==> config.mk <==
export PLATFORM = sky130hd
export DESIGN_NAME = dfc_ctrl
export DESIGN_NICKNAME = d
export VERILOG_FILES = /design/src/core/dfc_sync3.v /design/src/core/dfc_ctrl.v
export VERILOG_INCLUDE_DIRS = /design/src /design/src/core
export SDC_FILE = /design/constraint.sdc
export NUM_CORES = 1
export LEC_CHECK = 0
export BUFFER_PORTS_ARGS = -buffer_cell sky130_fd_sc_hd__buf_4
export CORE_UTILIZATION = 50
export DETAILED_ROUTE_END_ITERATION = 12
export PLACE_DENSITY = 0.83
export SLEW_MARGIN = 20
export SYNTH_ARGS = -nofsm -noshare
export SYNTH_HDL_FRONTEND = slang
export SYNTH_HIERARCHICAL = 1
export SYNTH_SLANG_ARGS = --single-unit
export TNS_END_PERCENT = 100
==> constraint.sdc <==
create_clock -name mclk_i -period 2.5 [get_ports mclk_i]
set_clock_uncertainty 0.1 [all_clocks]
set_input_delay 0.125 -clock mclk_i [delete_from_list [all_inputs] [get_ports mclk_i]]
set_output_delay 0.125 -clock mclk_i [all_outputs]
set_load 0.05 [all_outputs]
==> src/core/dfc_map.vh <==
// Command code, parameter layouts, reset values and geometry for the
// display function control block.
// Assumes inclusion by bare name from core design files.
`ifndef DFC_MAP_VH
`define DFC_MAP_VH

`define DFC_CMD_CODE        8'hb6
`define DFC_P1_RESET        8'h00
`define DFC_P2_RESET        8'h82
`define DFC_P3_RESET        8'h27
`define DFC_GATE_MODE_HI    3
`define DFC_GATE_MODE_LO    2
`define DFC_SRC_SEL_HI      1
`define DFC_SRC_SEL_LO      0
`define DFC_LC_TYPE_BIT     7
`define DFC_GATE_DIR_BIT    6
`define DFC_SRC_DIR_BIT     5
`define DFC_SCAN_ARR_BIT    4
`define DFC_ISC_HI          3
`define DFC_ISC_LO          0
`define DFC_NL_HI           5
`define DFC_NL_LO           0
`define DFC_GATE_NORMAL     2'b00
`define DFC_GATE_INTERVAL   2'b10
`define DFC_LVL_TOP         2'b00
`define DFC_LVL_BOTTOM      2'b01
`define DFC_LVL_ANALOG_GROUND        2'b10
`define DFC_LVL_HIZ         2'b11
`define DFC_COM_LOW         2'b00
`define DFC_COM_HIGH        2'b01
`define DFC_COM_ANALOG_GROUND        2'b10
`define DFC_NL_MIN          6'h01
`define DFC_NL_MAX          6'h27
`define DFC_LINES_PER_CODE  9'd8
`define DFC_GATE_LAST       9'd319
`define DFC_SRC_LAST        10'd719

`endif

==> src/core/dfc_sync3.v <==
// Three-flop synchroniser with agreement filter for one pin level.
// Assumes the pin is asynchronous to mclk_i.
`default_nettype none

module dfc_sync3 #(
    parameter RESET_VAL = 1'b1
) (
    // Clock and reset
    input  wire mclk_i,
    input  wire reset_i,
    // Pin and filtered level
    input  wire pin_i,
    output reg  level_o
);

    reg s1_r;
    reg s2_r;
    reg s3_r;

    always @(posedge mclk_i) begin
        if (reset_i) begin
            s1_r    <= RESET_VAL;
            s2_r    <= RESET_VAL;
            s3_r    <= RESET_VAL;
            level_o <= RESET_VAL;
        end else begin
            s1_r <= pin_i;
            s2_r <= s1_r;
            s3_r <= s2_r;
            // Change counts only when second and third agree
            if (s2_r == s3_r)
                level_o <= s3_r;
        end
    end

endmodule // dfc_sync3

`default_nettype wire

==> src/core/dfc_ctrl.v <==
// Display function control: command decode of the three-byte setting,
// the stored fields, and the scan/drive decisions derived from them.
// Assumes host pins asynchronous to mclk_i; frame_start_i and
// polarity_i come from the frame timing logic on mclk_i.
// What this block does
// - Command B6h opens three parameter bytes
// - Byte one: gate mode 3:2, source 1:0
// - Byte two: type, gate, source, arrangement, interval
// - Byte three: six-bit line count, top zero
// - Gate mode 00 normal, 10 interval only
// - Normal scan alternates common; source follows select
// - Partial source level per select and polarity
// - Common low/high per polarity, else ground
// - Source direction: S1 up or S720 down
// - Dot mapping uses direction and colour order
// - Type bit: normally black or white
// - Interval scan every 2*code+1 frames
// - Interval scan inverts polarity per cycle
// - Gate direction: G1 up or reversed
// - Arrangement plus direction choose gate order
// - Line count 8*(code+1), 16 to 320
// - All resets load the documented defaults
// - Command accepted only with extended enable
`default_nettype none
`include "dfc_map.vh"

module dfc_ctrl (
    // Clock and reset
    input  wire        mclk_i,
    input  wire        reset_i,
    input  wire        soft_reset_i,
    // Host parallel command pins
    input  wire        cmd_data_select_i,
    input  wire        write_strobe_n_i,
    input  wire        read_strobe_n_i,
    input  wire [7:0]  data_i,
    input  wire        extended_cmd_enable_i,
    // Display timing context
    input  wire        frame_start_i,
    input  wire        partial_mode_i,
    input  wire        polarity_i,
    input  wire        color_order_swap_i,
    // Stored fields
    output reg  [1:0]  nondisplay_gate_mode_o,
    output reg  [1:0]  nondisplay_source_select_o,
    output reg         liquid_crystal_type_o,
    output reg         gate_direction_o,
    output reg         source_direction_o,
    output reg         scan_arrangement_o,
    output reg  [3:0]  interval_cycle_code_o,
    output reg  [5:0]  driven_line_count_o,
    // Derived drive decisions
    output reg  [8:0]  drive_lines_o,
    output reg  [8:0]  gate_first_o,
    output reg         gate_interleave_o,
    output reg  [9:0]  source_first_o,
    output reg         blue_first_o,
    output reg         nondisplay_scan_o,
    output reg         interval_polarity_o,
    output reg  [1:0]  partial_output_level_o,
    output reg  [1:0]  common_level_o,
    output reg         setting_error_o
);

    localparam ST_IDLE = 2'd0;
    localparam ST_P1   = 2'd1;
    localparam ST_P2   = 2'd2;
    localparam ST_P3   = 2'd3;

    // Filtered host pins
    wire       dcx_s;
    wire       wr_s;
    wire       rd_s;
    wire       ext_s;

    // Data bus delay and strobe edge detection
    reg  [7:0] d1_r;
    reg  [7:0] d2_r;
    reg  [7:0] d3_r;
    reg        wr_q_r;
    wire       wr_rise;
    wire       take_cmd;

    // Parameter sequencer
    reg  [1:0] state_r;
    reg  [1:0] state_nxt;

    // Interval scan and geometry
    reg  [4:0] frame_cnt_r;
    reg        pol_toggle_r;
    wire [4:0] cycle_last;
    wire [8:0] lines_calc;

    // Every host pin except the data bus passes the three-flop agreement filter
    dfc_sync3 #(.RESET_VAL(1'b0)) u_sync_dcx (
        .mclk_i  (mclk_i),
        .reset_i (reset_i),
        .pin_i   (cmd_data_select_i),
        .level_o (dcx_s)
    );

    // Strobe idles high; filter starts high so no false edge
    dfc_sync3 #(.RESET_VAL(1'b1)) u_sync_wr (
        .mclk_i  (mclk_i),
        .reset_i (reset_i),
        .pin_i   (write_strobe_n_i),
        .level_o (wr_s)
    );

    // A write counts only while the read strobe is idle
    dfc_sync3 #(.RESET_VAL(1'b1)) u_sync_rd (
        .mclk_i  (mclk_i),
        .reset_i (reset_i),
        .pin_i   (read_strobe_n_i),
        .level_o (rd_s)
    );

    // Enable starts low: nothing is accepted until it settles
    dfc_sync3 #(.RESET_VAL(1'b0)) u_sync_ext (
        .mclk_i  (mclk_i),
        .reset_i (reset_i),
        .pin_i   (extended_cmd_enable_i),
        .level_o (ext_s)
    );

    // Data bus is delayed to match the strobe's filter latency
    always @(posedge mclk_i) begin
        if (reset_i) begin
            d1_r   <= 8'h00;
            d2_r   <= 8'h00;
            d3_r   <= 8'h00;
            wr_q_r <= 1'b1;
        end else begin
            d1_r   <= data_i;
            d2_r   <= d1_r;
            d3_r   <= d2_r;
            wr_q_r <= wr_s;
        end
    end

    // Latch on write strobe rising edge, read strobe idle
    assign wr_rise  = wr_s & ~wr_q_r & rd_s;
    assign take_cmd = wr_rise & ~dcx_s;

    // Any other command byte aborts a pending parameter run
    always @* begin
        state_nxt = state_r;
        if (take_cmd) begin
            if (d3_r == `DFC_CMD_CODE && ext_s)
                state_nxt = ST_P1;
            else
                state_nxt = ST_IDLE;
        end else if (wr_rise) begin
            case (state_r)
                ST_P1:   state_nxt = ST_P2;
                ST_P2:   state_nxt = ST_P3;
                ST_P3:   state_nxt = ST_IDLE;
                default: state_nxt = ST_IDLE;
            endcase
        end
    end

    always @(posedge mclk_i) begin
        if (reset_i || soft_reset_i) begin
            state_r                    <= ST_IDLE;
            nondisplay_gate_mode_o     <= 2'b00;
            nondisplay_source_select_o <= 2'b00;
            liquid_crystal_type_o      <= 1'b1;
            gate_direction_o           <= 1'b0;
            source_direction_o         <= 1'b0;
            scan_arrangement_o         <= 1'b0;
            interval_cycle_code_o      <= 4'h2;
            driven_line_count_o        <= 6'h27;
        end else begin
            state_r <= state_nxt;
            if (wr_rise && dcx_s) begin
                case (state_r)
                    ST_P1: begin
                        nondisplay_gate_mode_o <=
                            d3_r[`DFC_GATE_MODE_HI:`DFC_GATE_MODE_LO];
                        nondisplay_source_select_o <=
                            d3_r[`DFC_SRC_SEL_HI:`DFC_SRC_SEL_LO];
                    end
                    ST_P2: begin
                        liquid_crystal_type_o <= d3_r[`DFC_LC_TYPE_BIT];
                        gate_direction_o      <= d3_r[`DFC_GATE_DIR_BIT];
                        source_direction_o    <= d3_r[`DFC_SRC_DIR_BIT];
                        scan_arrangement_o    <= d3_r[`DFC_SCAN_ARR_BIT];
                        interval_cycle_code_o <=
                            d3_r[`DFC_ISC_HI:`DFC_ISC_LO];
                    end
                    ST_P3: begin
                        driven_line_count_o <= d3_r[`DFC_NL_HI:`DFC_NL_LO];
                    end
                    default: begin
                    end
                endcase
            end
        end
    end

    assign cycle_last = {interval_cycle_code_o, 1'b0};
    assign lines_calc = `DFC_LINES_PER_CODE *
                        ({3'b000, driven_line_count_o} + 9'd1);

    // Interval scan frame counter; polarity flips per scan cycle
    always @(posedge mclk_i) begin
        if (reset_i || soft_reset_i) begin
            frame_cnt_r  <= 5'd0;
            pol_toggle_r <= 1'b0;
        end else if (nondisplay_gate_mode_o != `DFC_GATE_INTERVAL) begin
            frame_cnt_r  <= 5'd0;
            pol_toggle_r <= 1'b0;
        end else if (frame_start_i) begin
            if (frame_cnt_r >= cycle_last) begin
                frame_cnt_r  <= 5'd0;
                pol_toggle_r <= ~pol_toggle_r;
            end else begin
                frame_cnt_r <= frame_cnt_r + 5'd1;
            end
        end
    end

    // Geometry follows the stored fields one cycle later
    always @(posedge mclk_i) begin
        if (reset_i) begin
            drive_lines_o          <= 9'd320;
            gate_first_o           <= 9'd0;
            gate_interleave_o      <= 1'b0;
            source_first_o         <= 10'd0;
            blue_first_o           <= 1'b0;
        end else begin
            drive_lines_o <= lines_calc;
            // Gate order within the driven range
            gate_first_o <= gate_direction_o ?
                            lines_calc - 9'd1 : 9'd0;
            gate_interleave_o <= scan_arrangement_o;
            source_first_o <= source_direction_o ?
                              `DFC_SRC_LAST : 10'd0;
            blue_first_o <= source_direction_o ^ color_order_swap_i;
        end
    end

    // Prohibited codes flagged, not corrected: host keeps what it wrote
    always @(posedge mclk_i) begin
        if (reset_i) begin
            setting_error_o        <= 1'b0;
        end else begin
            setting_error_o <=
                nondisplay_gate_mode_o[0] ||
                driven_line_count_o < `DFC_NL_MIN ||
                driven_line_count_o > `DFC_NL_MAX;
        end
    end

    // Gate scan and drive polarity in the non-display area
    always @(posedge mclk_i) begin
        if (reset_i) begin
            nondisplay_scan_o      <= 1'b1;
            interval_polarity_o    <= 1'b0;
        end else if (nondisplay_gate_mode_o == `DFC_GATE_INTERVAL) begin
            nondisplay_scan_o   <= frame_start_i &&
                                   frame_cnt_r >= cycle_last;
            interval_polarity_o <= pol_toggle_r;
        end else begin
            nondisplay_scan_o   <= 1'b1;
            interval_polarity_o <= polarity_i;
        end
    end

    // Source and common levels in the non-display area
    always @(posedge mclk_i) begin
        if (reset_i) begin
            partial_output_level_o <= `DFC_LVL_TOP;
            common_level_o         <= `DFC_COM_LOW;
        end else begin
            // Source level in non-display area
            if (!partial_mode_i)
                partial_output_level_o <= `DFC_LVL_TOP;
            else begin
                case (nondisplay_source_select_o)
                    2'b00: partial_output_level_o <= polarity_i ?
                               `DFC_LVL_TOP : `DFC_LVL_BOTTOM;
                    2'b01: partial_output_level_o <= polarity_i ?
                               `DFC_LVL_BOTTOM : `DFC_LVL_TOP;
                    2'b10: partial_output_level_o <= `DFC_LVL_ANALOG_GROUND;
                    default: partial_output_level_o <= `DFC_LVL_HIZ;
                endcase
            end
            // Common level alternates with polarity unless select bit 1 picks ground
            if (nondisplay_source_select_o[1])
                common_level_o <= `DFC_COM_ANALOG_GROUND;
            else
                common_level_o <= polarity_i ?
                                  `DFC_COM_LOW : `DFC_COM_HIGH;
        end
    end

    // Panel sense is applied downstream; only the stored bit lives here

endmodule // dfc_ctrl

`default_nettype wire

==> results.cfg <==
[place]
postPlaceCellArea_mm2 = 0.00366
gp_congestion = 0.798
dp_hpwl_um = 3820
dpl.cell_count = 449
io_buffers = 67
pre_cts_slack_ns = 0.717

[critical_path]
crit_path_end = frame_cnt_r[3]
startpoint_type = flip-flop
crit_path_start = interval_cycle_code_o[1]
timing.rr.end = frame_cnt_r[3]
path_max_fanout = 4
r2r_slack_ns = 0.69
r2r.worst_path.cells = 7
required_ns = 2.69
path_class = reg2reg
worstPathArrival_ns = 2.00
worstSetupEndpointType = flip-flop
r2r_start = interval_cycle_code_o[1]

[synthesis]
ys_warn_count = 6
ys_types = 36
yosysTopAreaCellShare_pct = 56.5
synth.top_cells.by_area = dfxtp_1, nor2b_1, nand3_1
synth_common_cells = dfxtp_1, nor2b_1, nand2_1, nand3_1, nor2_1
synthCells = 325
seq_area_frac_synth_pct = 56.5
async_flop_share_pct = 0
syn_avg_cell_area_um2 = 9.81
synth_edf_count = 0
synth_ff_type = dfxtp_1
synth_area_mm2 = 0.00319
ys_seq_elements = 90
yosysMostFrequentCell = dfxtp_1
yosys.area.top_type = dfxtp_1

[die]
start_util_pct = 52.9
coreArea_mm2 = 0.00603
fp.dieH_um = 81.8
rows = 28
die_w_um = 81.8
dieArea_mm2 = 0.00670
io_pins = 74

[sta]
worst_pin_slew_ns = 0.516
period_needed_ns = 1.81
hold_viol_final = 0
setup_violations = 0
fin_crit_sh_pct = 72.3
max_freq_mhz = 553
relSlewSlack_pct = 65.6
finalSetupTns_ns = 0
fin_ws_ns = 0.693
slew_violations = 0
rsz0062_at_grt = false

[global_route]
grt_antenna_before_repair = 0
grt_usage_pct = 18.1
grt_pass1_vias = 2087
grt_pass1_wl_um = 8920
grt_max_degree = 61
gr-total-overflow = 0

[power_and_ir_drop]
switching_power_uw = 559
irDropWorstVdd_mv = 0.453
p_sw_share_pct = 22.1
p_leak_uw = 0.00173
p_int_uw = 1970
power_frac_clock_pct = 37.2
power.density_mw_per_mm2 = 629
pwr-share-comb_pct = 4.9
share_seq_of_total_power_pct = 57.9

[run]
max_cap_viol_count = 0

[cts]
htree_levels = 3
insertion_delay_ns = 0.35
cts-root-buf = clkbuf_8
clock_path_buffers = 2
numCtsBuffers = 9
clkTransAtPathRegs_ns = 0.09
cts.sinks = 90
cts_tree = built

[drt]
vias_per_cell = 4.83
antenna_left = 0
drt_wl_total_um = 5560
wire_per_inst_um = 11.5
first_iter_violations = 104
vias = 2328
drc = 0
drtPass1Iterations = 4

[layout]
drive_gt1_share_pct = 22.1
area_growth_pct = 26.3
final_cells = 482
layout.nets = 431
final_area_mm2 = 0.00403
antenna_cells = 0
fin_util_pct = 66.8

[run_status]
status = finished clean

[min_path]
hp-class = in2reg
## layer usage
layer	GRT usage (%)	part of all wire, %	up-vias
li1	-	-	1192
met1	18.3	43	1058
met2	32.3	50	67
met3	8.11	5.5	11
met4	7.37	2.0	0
met5	0	0	-
## state kept, by name (all words and copies together) (netlist names), 4 cells and up
name / count
interval_cycle_code_o: 4
d3_r: 8
driven_line_count_o: 6
drive_lines_o: 6
d1_r: 8
d2_r: 8
frame_cnt_r: 5
gate_first_o: 7
## power groups by stage
| stage | Sequential (uW) | Combinational, uW | Clock (uW) |
|---|---|---|---|
| after global routing | 1470 | 134 | 1030 |
| after CTS | 1470 | 124 | 970 |
| after detailed placement | 1500 | 102 | 0 |
| after global placement | 1500 | 100 | 0 |
| after floorplan | 1510 | 63.5 | 0 |
| final | 1470 | 123 | 944 |
## through the flow
| stage | total power (uW) | hold WS (ns) |
|---|---|---|
| floorplan | 1570 | 0.0941 |
| global placement | 1600 | 0.205 |
| detailed placement | 1600 | 0.209 |
| CTS | 2560 | 0.120 |
| global route | 2640 | 0.126 |
| finish | 2530 | 0.115 |
## kinds of logic (layout without fill, tap and decap cells)
group | Yosys count | count (layout) | synth area share, %
other | 1 | 6 | 0.118
multiplexers | 3 | 3 | 0.942
buffers and inverters | 35 | 112 | 5.89
AO/OA/AOI/OAI | 29 | 29 | 4.95
XOR/XNOR | 14 | 14 | 4.08
adder cells (fa/ha/maj) | 10 | 10 | 3.93
flip-flops | 90 | 90 | 56.5
AND/OR/NAND/NOR | 143 | 143 | 23.6
## layout make-up
cell class / count / area (um^2)
fill: 476 / 2000
sequential: 90 / 1800
multi-input combinational: 205 / 1220
timing repair buffer: 85 / 681
clock buffer: 9 / 124
tap: 75 / 93.8
clock inverter: 7 / 68.8
inverter: 11 / 41.3
## cell usage in the layout (no fill, tap or decap), types with 3 or more instances in the layout
| cell | count |
|---|---|
| buf_4 | 68 |
| nor2_1 | 22 |
| clkbuf_8 | 9 |
| o21ai_1 | 3 |
| nand4_1 | 5 |
| clkinv_2 | 3 |
| nand2b_1 | 3 |
| or2_1 | 6 |
| dlygate4sd3_1 | 17 |
| mux2i_1 | 3 |
| xnor2_1 | 7 |
| nand3_1 | 27 |
| inv_1 | 11 |
| ha_1 | 10 |
| nand2_1 | 28 |
| nor3_1 | 4 |
| xor2_1 | 6 |
| dfxtp_1 | 90 |
| conb_1 | 6 |
| a21oi_1 | 19 |
| nor2b_1 | 35 |
## critical path, stage by stage, from the launching register on
cell	delay (ns)
dfxtp_1	0.37
inv_1	0.06
ha_1	0.28
o211ai_1	0.19
a31oi_1	0.09
o21ai_1	0.27
nand4_1	0.23
nor2_1	0.16
## repair_timing
item / CTS / global route
hold buffers: 17 / 0
resized for setup: 0 / 0
endpoints found under the hold margin: 25 / 0
setup buffers: 0 / 0
## worst min path at each step
stage                startpoint                  to  cells after the start  slack [ns]
2_1_floorplan           reset_i  u_sync_dcx/level_o                      1        0.09
6_report                reset_i    drive_lines_o[3]                      2        0.11
3_3_place_gp    read_strobe_n_i      u_sync_rd/s1_r                      2        0.21
3_5_place_dp   write_strobe_n_i      u_sync_wr/s1_r                      2        0.21
4_1_cts                 reset_i    drive_lines_o[3]                      2        0.12
5_1_grt                 reset_i    drive_lines_o[3]                      2        0.13
No activity file was read; power rests on OpenSTA's default activity.
